## src/rtl/pcd_pkg.sv

```systemverilog
// Function
// - software sets the loop multiplier anywhere from 1 to 64
// - pre-divider divides by 1 to 32, sixteen system dividers by 2 to 64 (even only), each disableable
// - a disabled divider outputs no clock, toggling only while enabled
// - after reset the mode select bit is writable but inert until source cleared
// - mode select 1 uses pre-divider and loop; 0 feeds reference straight through
// - controller comes out of reset in bypass with mode select reading 0
// - loop mode needs pre-divider enabled; reference divided, multiplied, fed on
// - each enabled system divider divides its source (loop output, or reference in bypass) by 2*(ratio+1), 50% duty
// - ratio writes leave the divider rate unchanged until a commit runs
// - writing 1 to commit set starts a commit operation
// - aligned changed clocks pause low, then restart together rising-edge aligned
// - changed clocks without align bit switch ratio immediately, no pause
// - commit in progress reads set for the whole commit, clears at the end
// - a write that changes a divider ratio sets its ratio change flag
// - mode select source is control bit 5; at 1 mode select is ignored
// - loop reset is control bit 3; 1 holds the loop in reset, 0 releases
package pcd_pkg;
  localparam int NUM_DIV = 16;
  localparam int RATIO_W = 5;
  localparam int MULT_W = 6;
  localparam int ACC_W = 7;
  localparam int CTRL_W = 8;
  // control register layout
  localparam int CTRL_MODE_BIT = 0;
  localparam int CTRL_LRST_BIT = 3;
  localparam int CTRL_SRC_BIT = 5;
  localparam int CTRL_ONE_BIT = 6;
  localparam logic CTRL_MODE_RST = 1'h0;
  localparam logic CTRL_LRST_RST = 1'h1;
  localparam logic CTRL_SRC_RST = 1'h1;
  localparam logic [RATIO_W-1:0] RATIO_RST = 5'h00;
  localparam logic DIV_EN_RST = 1'h1;
  // loop lock time model
  localparam int CLK_PERIOD_NS = 50;
  localparam int LOCK_TIME_NS = 1000;
  localparam int LOCK_CYCLES = (LOCK_TIME_NS + CLK_PERIOD_NS - 1) / CLK_PERIOD_NS;
  localparam int LOCK_W = 8;
  typedef enum logic [0:0] {PCD_IDLE, PCD_PAUSE} pcd_commit_t;
endpackage

```

## src/rtl/pcd_divider.sv

```systemverilog
`timescale 1ns/1ps
module pcd_divider (
  input wire logic sys_clk,
  input wire logic rst_n,
  input wire logic tick,
  input wire logic enable,
  input wire logic [pcd_pkg::RATIO_W-1:0] new_ratio,
  input wire logic load,
  input wire logic pause,
  input wire logic restart,
  output logic clk_out,
  output logic paused
);
  typedef struct packed {
    logic [pcd_pkg::RATIO_W-1:0] ratio;
    logic [pcd_pkg::RATIO_W-1:0] cnt;
    logic lvl;
    logic hold;
  } pcd_div_t;

  pcd_div_t st_ff;
  pcd_div_t nxt_st;

  // ----------------------------------------
  // tick is one source edge, so toggling every ratio+1 ticks is exact 50% duty
  // ----------------------------------------
  always_comb begin
    nxt_st = st_ff;
    if (!enable) begin
      nxt_st.lvl = 1'b0;
      nxt_st.cnt = '0;
    end else if (!st_ff.hold && tick) begin
      if (st_ff.cnt >= st_ff.ratio) begin
        nxt_st.cnt = '0;
        nxt_st.lvl = ~st_ff.lvl;
      end else begin
        nxt_st.cnt = st_ff.cnt + 5'h01;
      end
    end
    if (load) begin
      nxt_st.ratio = new_ratio;
      if (nxt_st.cnt > new_ratio) begin
        nxt_st.cnt = '0;
      end
    end
    // freeze only once the clock is already low so no runt high phase appears
    if (pause && !st_ff.lvl) begin
      nxt_st.hold = 1'b1;
      nxt_st.lvl = 1'b0;
      nxt_st.cnt = st_ff.cnt;
    end
    if (restart) begin
      nxt_st.hold = 1'b0;
      nxt_st.cnt = '0;
      nxt_st.lvl = enable;
    end
  end

  always_ff @(posedge sys_clk or negedge rst_n) begin
    if (!rst_n) begin
      st_ff <= '{ratio: pcd_pkg::RATIO_RST, cnt: 5'h00, lvl: 1'b0, hold: 1'b0};
    end else begin
      st_ff <= nxt_st;
    end
  end

  assign clk_out = st_ff.lvl;
  assign paused = st_ff.hold;
endmodule // pcd_divider

```

## src/rtl/pcd_controller.sv

```systemverilog
`timescale 1ns/1ps
module pcd_controller (
  input wire logic sys_clk,
  input wire logic rst_n,
  input wire logic ctrl_wr,
  input wire logic [pcd_pkg::CTRL_W-1:0] ctrl_wdata,
  output logic [pcd_pkg::CTRL_W-1:0] loop_control_reg,
  input wire logic [pcd_pkg::MULT_W-1:0] multiplier_setting,
  input wire logic [pcd_pkg::RATIO_W-1:0] reference_predivider,
  input wire logic predivider_enable,
  input wire logic [pcd_pkg::NUM_DIV-1:0] div_wr,
  input wire logic [pcd_pkg::RATIO_W-1:0] div_wratio,
  input wire logic div_wen,
  input wire logic [pcd_pkg::NUM_DIV-1:0] clock_align_control,
  input wire logic commit_set,
  output logic commit_in_progress,
  output logic [pcd_pkg::NUM_DIV-1:0] ratio_change_status,
  output logic [pcd_pkg::NUM_DIV-1:0] system_divider_enable,
  output logic loop_locked,
  output logic loop_mode_active,
  output logic [pcd_pkg::NUM_DIV-1:0] system_clock_out
);
  typedef struct packed {
    logic mode;
    logic lrst;
    logic src;
    logic [pcd_pkg::NUM_DIV-1:0][pcd_pkg::RATIO_W-1:0] pend;
    logic [pcd_pkg::NUM_DIV-1:0] en;
    logic [pcd_pkg::NUM_DIV-1:0] chg;
    logic [pcd_pkg::NUM_DIV-1:0] acted;
    logic [pcd_pkg::NUM_DIV-1:0] align;
    pcd_pkg::pcd_commit_t cst;
    logic [pcd_pkg::ACC_W-1:0] acc;
    logic [pcd_pkg::LOCK_W-1:0] lock_cnt;
    logic locked;
    logic tick;
  } pcd_state_t;

  localparam logic [pcd_pkg::LOCK_W-1:0] LOCK_CNT = pcd_pkg::LOCK_W'(pcd_pkg::LOCK_CYCLES);

  pcd_state_t st_ff;
  pcd_state_t nxt_st;
  logic [pcd_pkg::NUM_DIV-1:0] paused;
  logic [pcd_pkg::NUM_DIV-1:0] load;
  logic [pcd_pkg::NUM_DIV-1:0] pause;
  logic [pcd_pkg::NUM_DIV-1:0] restart;
  logic eff_loop;
  logic all_paused;
  logic [pcd_pkg::ACC_W-1:0] mult_val;
  logic [pcd_pkg::ACC_W-1:0] pre_val;
  logic [pcd_pkg::ACC_W-1:0] acc_sum;

  // ----------------------------------------
  // mode selection and loop model
  // ----------------------------------------
  assign eff_loop = !st_ff.src && st_ff.mode;
  assign mult_val = pcd_pkg::ACC_W'(multiplier_setting) + 7'h01;
  assign pre_val = pcd_pkg::ACC_W'(reference_predivider) + 7'h01;
  assign acc_sum = st_ff.acc + mult_val;
  assign all_paused = (paused & st_ff.align) == st_ff.align;

  // ----------------------------------------
  // commit strobes towards the dividers
  // ----------------------------------------
  always_comb begin
    load = '0;
    pause = '0;
    restart = '0;
    case (st_ff.cst)
      pcd_pkg::PCD_IDLE: begin
        if (commit_set) begin
          load = st_ff.chg & ~clock_align_control;
        end
      end
      pcd_pkg::PCD_PAUSE: begin
        pause = st_ff.align;
        if (all_paused) begin
          load = st_ff.align;
          restart = st_ff.align;
        end
      end
      default: begin
        load = '0;
      end
    endcase
  end

  always_comb begin
    nxt_st = st_ff;
    if (ctrl_wr) begin
      nxt_st.mode = ctrl_wdata[pcd_pkg::CTRL_MODE_BIT];
      nxt_st.lrst = ctrl_wdata[pcd_pkg::CTRL_LRST_BIT];
      nxt_st.src = ctrl_wdata[pcd_pkg::CTRL_SRC_BIT];
    end
    // a loop output beyond the reference rate saturates at one edge per cycle
    nxt_st.tick = 1'b0;
    if (st_ff.lrst || !predivider_enable) begin
      nxt_st.acc = '0;
      nxt_st.lock_cnt = '0;
      nxt_st.locked = 1'b0;
    end else begin
      if (st_ff.lock_cnt != LOCK_CNT) begin
        nxt_st.lock_cnt = st_ff.lock_cnt + 8'h01;
      end else begin
        nxt_st.locked = 1'b1;
      end
      if (mult_val >= pre_val) begin
        nxt_st.acc = '0;
        nxt_st.tick = 1'b1;
      end else if (acc_sum >= pre_val) begin
        nxt_st.acc = acc_sum - pre_val;
        nxt_st.tick = 1'b1;
      end else begin
        nxt_st.acc = acc_sum;
      end
    end
    // unlocked output is kept off the dividers rather than glitching them
    nxt_st.tick = nxt_st.tick && nxt_st.locked;
    case (st_ff.cst)
      pcd_pkg::PCD_IDLE: begin
        if (commit_set) begin
          nxt_st.acted = st_ff.chg;
          nxt_st.align = st_ff.chg & clock_align_control;
          nxt_st.cst = pcd_pkg::PCD_PAUSE;
        end
      end
      pcd_pkg::PCD_PAUSE: begin
        if (all_paused) begin
          nxt_st.chg = st_ff.chg & ~st_ff.acted;
          nxt_st.acted = '0;
          nxt_st.align = '0;
          nxt_st.cst = pcd_pkg::PCD_IDLE;
        end
      end
      default: begin
        nxt_st.cst = pcd_pkg::PCD_IDLE;
      end
    endcase
    // a ratio write landing in the clearing cycle keeps its flag
    for (int i = 0; i < pcd_pkg::NUM_DIV; i++) begin
      if (div_wr[i]) begin
        if (st_ff.pend[i] != div_wratio) begin
          nxt_st.chg[i] = 1'b1;
        end
        nxt_st.pend[i] = div_wratio;
        nxt_st.en[i] = div_wen;
      end
    end
  end

  always_ff @(posedge sys_clk or negedge rst_n) begin
    if (!rst_n) begin
      st_ff <= '{mode: pcd_pkg::CTRL_MODE_RST, lrst: pcd_pkg::CTRL_LRST_RST,
                 src: pcd_pkg::CTRL_SRC_RST,
                 pend: {pcd_pkg::NUM_DIV{pcd_pkg::RATIO_RST}},
                 en: {pcd_pkg::NUM_DIV{pcd_pkg::DIV_EN_RST}},
                 chg: 16'h0000, acted: 16'h0000, align: 16'h0000,
                 cst: pcd_pkg::PCD_IDLE, acc: 7'h00, lock_cnt: 8'h00,
                 locked: 1'b0, tick: 1'b0};
    end else begin
      st_ff <= nxt_st;
    end
  end

  // ----------------------------------------
  // system dividers
  // ----------------------------------------
  for (genvar g = 0; g < pcd_pkg::NUM_DIV; g++) begin : g_div
    pcd_divider u_div (
      .sys_clk(sys_clk),
      .rst_n(rst_n),
      .tick(eff_loop ? st_ff.tick : 1'b1),
      .enable(st_ff.en[g]),
      .new_ratio(st_ff.pend[g]),
      .load(load[g]),
      .pause(pause[g]),
      .restart(restart[g]),
      .clk_out(system_clock_out[g]),
      .paused(paused[g])
    );
  end

  always_comb begin
    loop_control_reg = '0;
    loop_control_reg[pcd_pkg::CTRL_MODE_BIT] = st_ff.mode;
    loop_control_reg[pcd_pkg::CTRL_LRST_BIT] = st_ff.lrst;
    loop_control_reg[pcd_pkg::CTRL_SRC_BIT] = st_ff.src;
    loop_control_reg[pcd_pkg::CTRL_ONE_BIT] = 1'b1;
  end

  assign commit_in_progress = (st_ff.cst == pcd_pkg::PCD_PAUSE);
  assign ratio_change_status = st_ff.chg;
  assign system_divider_enable = st_ff.en;
  assign loop_locked = st_ff.locked;
  assign loop_mode_active = eff_loop;
endmodule // pcd_controller

```

## config.mk

```make
export PLATFORM = sky130hd
export DESIGN_NAME = pcd_controller
export DESIGN_NICKNAME = d
export VERILOG_FILES = /design/src/rtl/pcd_pkg.sv /design/src/rtl/pcd_divider.sv /design/src/rtl/pcd_controller.sv
export SDC_FILE = /design/constraint.sdc
export NUM_CORES = 1
export LEC_CHECK = 0
export BUFFER_PORTS_ARGS = -buffer_cell sky130_fd_sc_hd__buf_2
export CORE_ASPECT_RATIO = 1.75
export CORE_MARGIN = 8
export CORE_UTILIZATION = 60
export DETAILED_ROUTE_END_ITERATION = 16
export GPL_TIMING_DRIVEN = 0
export PLACE_DENSITY = 0.79
export SLEW_MARGIN = 30
export SYNTH_ARGS = -nofsm -noshare
export SYNTH_HDL_FRONTEND = slang
export SYNTH_SLANG_ARGS = --single-unit
```

## constraint.sdc

```tcl
create_clock -name sys_clk -period 8.05 [get_ports sys_clk]
set_clock_uncertainty 0.1 [all_clocks]
set_input_delay 1.61 -clock sys_clk [delete_from_list [all_inputs] [get_ports sys_clk]]
set_output_delay 1.61 -clock sys_clk [all_outputs]
set_load 0.01 [all_outputs]
```

==> results.toml, run 1 <==
[run_status]
status = "finished clean"

[route]
wl_met2_um = 31800
wl_met3_um = 4550
num_vias = 18800
ant_nets = 0
wl_met1_um = 22400
drt-initial-drc-count = 1237
via_per_inst = 6.15
avgRoutedWirePerCell_um = 20.8
wirelength_um = 63500
dr.max_layer_used = "met5"
firstDrtPassIters = 6
drcViolationCount = 0

[layout]
final_common_cell = "dfrtp_1"
largest_reg_flops = 160
reg_top3 = "g_div.u_div.st_ff (160), st_ff (128)"
largest-register = "g_div.u_div.st_ff"
n_antenna_cell = 0
synthToLayoutAreaGrowth_pct = 11.0
drive_gt1_share_pct = 14.2
nets = 2819
final_cell_mix = "dfrtp_1, nand2_1, o21ai_0"
finish.utilization_pct = 66.8

[flow_run]
drv_cap = 0

[critical_path]
critPathMaxFanout = 10
critPathBufInv = 1
crit_path_start = "st_ff[0]"
startpoint_type = "register"
slowest_stage = "o41ai_2"
worst_setup_path_end_kind = "register"
max_stage_delay_ns = 0.69
required_ns = 8.38
worstPathArrival_ns = 4.94
path_cells = "nor3b_4 -> clkbuf_2 -> nor2_1 -> o211ai_1 -> nand2_1 -> a21oi_1 -> ha_1 -> nand2_1 -> o21ai_0 -> a21oi_1 -> o41ai_2 -> o21bai_2 -> a32o_1"
critPathKind = "reg -> reg"
critPathTopFamily = "compound AO/OA/AOI/OAI gates"
timing.rr.start = "st_ff[0]"

[synth]
ys.flop_type = "dfrtp_1"
yosysWarnings = 0
async_flop_share_pct = 100
ys_seq_area_share_pct = 40.7
synth_edf_count = 0
syn_area_um2 = 22000
syn_avg_cell_area_um2 = 9.14
ys_ff_latch = 357
post_synth_num_cell_types = 69
syn-instance-count = 2407

[floorplanning]
start_util_pct = 60.2
die_h_um = 269
fp-row-count = 93
coreArea_um2 = 36500
die_w_um = 161
dieArea_um2 = 43300
io_pins = 121

[power_and_ir_drop]
peakVddDrop_mv = 0.191
powerDensity_nw_per_um2 = 305
total_power_mw = 7.45
p_leak_nw = 11.6

[cts]
clockBufferDepth = 3
clk_pin_slew_ns = 0.07
postCtsSetupRepairBufs = 0
clock_sinks = 357
cts_tree = "done"
h-tree-depth = 2
cts_hold_buffers = 0
numCtsBuffers = 36
cts-resized-gates = 0
cts_root_buf = "clkbuf_16"
clk_latency_ns = 0.56

[sta]
finalSetupViolations = 0
max_freq_mhz = 217
tightest_slew_ns = 1.16
finalSetupTns_ns = 0
hold_violations = 0
fin_crit_sh_pct = 57.2
slew_violations = 0
rsz0062_at_grt = "no"
setup_slack_ns = 3.45
fin_hold_ws_ns = 0.379
relSlewSlack_pct = 22.6
finalCriticalPeriod_ns = 4.60

[placed_design]
io_buffers = 105
dpl_worst_slack_ns = 2.99
gp_congestion = 0.948
dp_hpwl_um = 46300

[grt]
grt_first_pass_wirelength_um = 101000
grt-ovfl-total = 0
grt_use_total_pct = 29.4
antenna_found_initial = 3
grt_pass1_vias = 19500
grt_max_degree = 90

[min_path]
worstHoldStart = "st_ff[38]"
min_path_type = "reg -> reg"
-- report_power, final --
group | switching (mW) | internal (mW)
Clock | 0.732 | 0.928
Sequential | 0.439 | 2.26
Combinational | 1.92 | 1.17
Total | 3.09 | 4.35
-- synth_stat cells (5+ instances only) --
cell type / n / area (µm²)
nand2b_1: 34 / 213
a32o_1: 28 / 280
a211oi_1: 29 / 218
xor2_1: 71 / 622
nor2_1: 119 / 447
o21ai_0: 207 / 1040
o31ai_1: 14 / 105
o21a_1: 22 / 165
o21bai_2: 6 / 67.6
inv_1: 194 / 728
o21ai_2: 10 / 87.6
o21bai_1: 10 / 75.1
dfrtp_1: 339 / 8480
a21o_1: 49 / 368
and3_1: 5 / 31.3
dfstp_2: 18 / 473
a21boi_0: 10 / 75.1
o41ai_2: 6 / 97.6
nand3_1: 71 / 355
nor2_2: 9 / 56.3
a21oi_1: 129 / 646
mux2_1: 9 / 101
o211ai_1: 13 / 97.6
mux2i_1: 6 / 60.1
a31oi_1: 8 / 50.1
clkbuf_1: 51 / 191
and2_1: 9 / 56.3
buf_4: 56 / 420
nor3b_1: 11 / 82.6
buf_1: 5 / 18.8
nand2_1: 332 / 1250
xnor2_1: 60 / 526
nand4_1: 34 / 213
o2111ai_1: 5 / 43.8
ha_1: 198 / 2480
nor3_1: 63 / 315
nor2b_1: 9 / 56.3
mux2_2: 40 / 450
or2_2: 29 / 181
a22o_1: 34 / 298
-- through the flow --
stage,area [µm²],cells
global route,24400,3057
floorplan,22000,2410
detailed placement,23300,2994
global placement,23100,2990
CTS,24400,3057
finish,24400,3057
-- area by class of cell --
type,instances,area [µm²]
Fill cell,2931,12100
Multi-Input combinational cell,1741,11700
Sequential cell,357,8960
Clock buffer,52,1030
Inverter,194,728
Buffer,118,689
Timing Repair Buffer,109,646
Tap cell,475,594
Clock inverter,11,95.1
-- path summary, 6_finish.rpt --
check	to	slack, ns	cells after the start
hold / removal	st_ff[38]	0.38	2
min in group asynchronous	g_div[11].u_div.st_ff[5]	0.87	1
max in group asynchronous	system_divider_enable[6]	5.74	3
hold reg to reg	st_ff[38]	0.38	2
setup reg to reg	g_div[6].u_div.st_ff[3]	3.45	13
setup / recovery	g_div[6].u_div.st_ff[3]	3.45	13
-- logic make-up after synthesis --
family          synth area share [%]
simple gates                    15.3
compound gates                  18.1
flops                           40.7
buf+inv                         6.37
fa+ha+maj                       11.4
xor+xnor                        5.22
mux                             2.78
other cells                   0.0341
-- layer usage --
metal	up-vias	track usage [%]
li1	8635	-
met1	9065	31.1
met2	787	50.6
met3	304	6.61
met4	6	21.0
met5	-	0
-- worst min-delay path: cells and delay by family (launching register included) --
family	cells	cell delay (ns)
AND/OR/NAND/NOR	2	0.10
flip-flops	1	0.34
Power figures use the tool's default switching activity.
==> inputs of run 2 (changes only) <==
==> constraint.sdc (replaced) <==
create_clock -name sys_clk -period 4.4 [get_ports sys_clk]
set_clock_uncertainty 0.1 [all_clocks]
set_input_delay 0.88 -clock sys_clk [delete_from_list [all_inputs] [get_ports sys_clk]]
set_output_delay 0.88 -clock sys_clk [all_outputs]
set_load 0.01 [all_outputs]
==> results.toml, run 2 (same netlist as run 1, synthesis figures left out) <==
[run_status]
status = "finished clean"

[cts]
clk_pin_slew_ns = 0.07
cts_tree = "done"
clock_sinks = 357
h-tree-depth = 2
clk_latency_ns = 0.56
cts_root_buf = "clkbuf_16"
numCtsBuffers = 36
clockBufferDepth = 3

[power_and_ir_drop]
peakVddDrop_mv = 0.349
power.internal_mw = 7.97
p_seq_share_pct = 36.2
pwr-share-comb_pct = 41.6
total_power_mw = 13.6
p_sw_share_pct = 41.5
powerDensity_nw_per_um2 = 558
p_clk_share_pct = 22.2
p_leak_nw = 11.6
switchingPower_mw = 5.66

[grt]
grt_use_total_pct = 29.4
antenna_found_initial = 3
grt_max_degree = 90
grt-ovfl-total = 0
grt_first_pass_wirelength_um = 101000
grt_pass1_vias = 19500

[placed_design]
gp_congestion = 0.948
dp_cells = 2994
io_buffers = 105
postPlaceCellArea_um2 = 23300
dp_hpwl_um = 46300

[critical_path]
critPathKind = "reg -> reg"
critPathMostFrequentCell = "a21oi_1"
required_ns = 4.72
worst_setup_path_end_kind = "register"
startpoint_type = "register"
slowest_stage = "o41ai_2"
critPathMaxFanout = 10
worstPathArrival_ns = 4.56
path_cells = "nor3b_4 -> clkbuf_2 -> buf_2 -> o21ai_0 -> a21oi_1 -> ha_1 -> a21oi_1 -> o21ai_0 -> a21oi_1 -> o41ai_2 -> o21bai_2 -> a32o_1"
max_stage_delay_ns = 0.71

[layout]
drive_gt1_share_pct = 14.3
final_cell_mix = "dfrtp_1, nand2_1, o21ai_0"
nets = 2820
fill_cells = 2928
largest-register = "g_div.u_div.st_ff"
final_cells = 3058
final_common_cell = "dfrtp_1"
reg_top3 = "g_div.u_div.st_ff (160), st_ff (128)"
largest_reg_flops = 160
final_area_um2 = 24400
synthToLayoutAreaGrowth_pct = 11.0
n_antenna_cell = 0

[floorplanning]
io_pins = 121
coreArea_um2 = 36500
dieArea_um2 = 43300
fp-row-count = 93
start_util_pct = 60.2
die_h_um = 269
die_w_um = 161

[route]
num_vias = 18800
avgRoutedWirePerCell_um = 20.8
drt-initial-drc-count = 1211
wirelength_um = 63500
via_per_inst = 6.16
drcViolationCount = 0
ant_nets = 0
firstDrtPassIters = 5

[sta]
fin_hold_ws_ns = 0.138
finalSetupTns_ns = 0
slew_violations = 0
tightest_slew_ns = 1.04
hold_violations = 0
fin_crit_sh_pct = 96.3
finalSetupViolations = 0
finalCriticalPeriod_ns = 4.24
max_freq_mhz = 236
relSlewSlack_pct = 30.6

[min_path]
min_path_type = "in -> async"

[flow_run]
drv_cap = 0
[run 2: changes by cell type in the layout (fill, tap and decap cells not counted), sizes merged]
cell / before / now
clkbuf: 103 / 102
buf: 176 / 178
[run 2: layer usage]
layer | GRT usage [%] | up-vias | routed length [µm]
met4 | 20.8 | 6 | 4850
met1 | 31.2 | 9142 | 22600
met2 | 50.9 | 740 | 31600
met3 | 6.26 | 305 | 4410
li1 | - | 8630 | -
met5 | 0 | - | 34
[run 2: layout make-up]
cell class,count,area [µm²],share of cell area [%]
clock buffer,52,1030,4.23
buffer,118,693,2.84
tap,475,594,2.43
sequential,357,8960,36.7
inverter,194,728,2.98
clock inverter,11,95.1,0.389
timing repair buffer,110,653,2.67
multi-input combinational,1741,11700,47.8
[run 2: final timing paths]
kind / depth (start not counted) / end / startpoint / slack, ns
worst max register to register: 12 / g_div[2].u_div.st_ff[3] / st_ff[0] / 0.16
max in group asynchronous: 3 / system_divider_enable[6] / rst_n / 2.82
worst min-delay path: 1 / g_div[11].u_div.st_ff[5] / rst_n / 0.14
worst min register to register: 2 / g_div[11].u_div.st_ff[11] / g_div[11].u_div.st_ff[11] / 0.38
min in group sys_clk: 2 / g_div[11].u_div.st_ff[11] / g_div[11].u_div.st_ff[11] / 0.38
worst max-delay path: 12 / g_div[2].u_div.st_ff[3] / st_ff[0] / 0.16
[run 2: stage by stage]
stage | util [%] | setup slack, ns
floorplan | - | 0.721
global placement | 63.3 | -4.50
detailed placement | 63.7 | -0.561
CTS | 66.8 | 0.00384
global route | 66.9 | -0.0131
finish | 66.9 | 0.161
[run 2: repair_timing]
| item | in CTS | in global routing |
|---|---|---|
| resized for setup | 3 | 3 |
| buffers inserted | 0 | 1 |
| pin swaps | 0 | 1 |
| hold buffers | 0 | 0 |
| endpoints found under the setup margin | 51 | 27 |
[run 2: critical path: cells and delay by family (launching register included)]
| family | cells | cell delay, ns |
|---|---|---|
| compound gates | 8 | 1.86 |
| fa+ha+maj | 1 | 0.19 |
| buf+inv | 2 | 1.09 |
| flops | 1 | 0.42 |
| simple gates | 1 | 0.43 |
[run 2: power by group through the flow]
stage	Combinational, mW	Sequential [mW]	Clock [mW]
finish	5.67	4.94	3.03
global route	6.23	5.03	3.20
CTS	5.60	4.90	3.06
detailed placement	5.55	4.96	0
global placement	5.32	4.92	0
floorplan	3.82	4.69	0
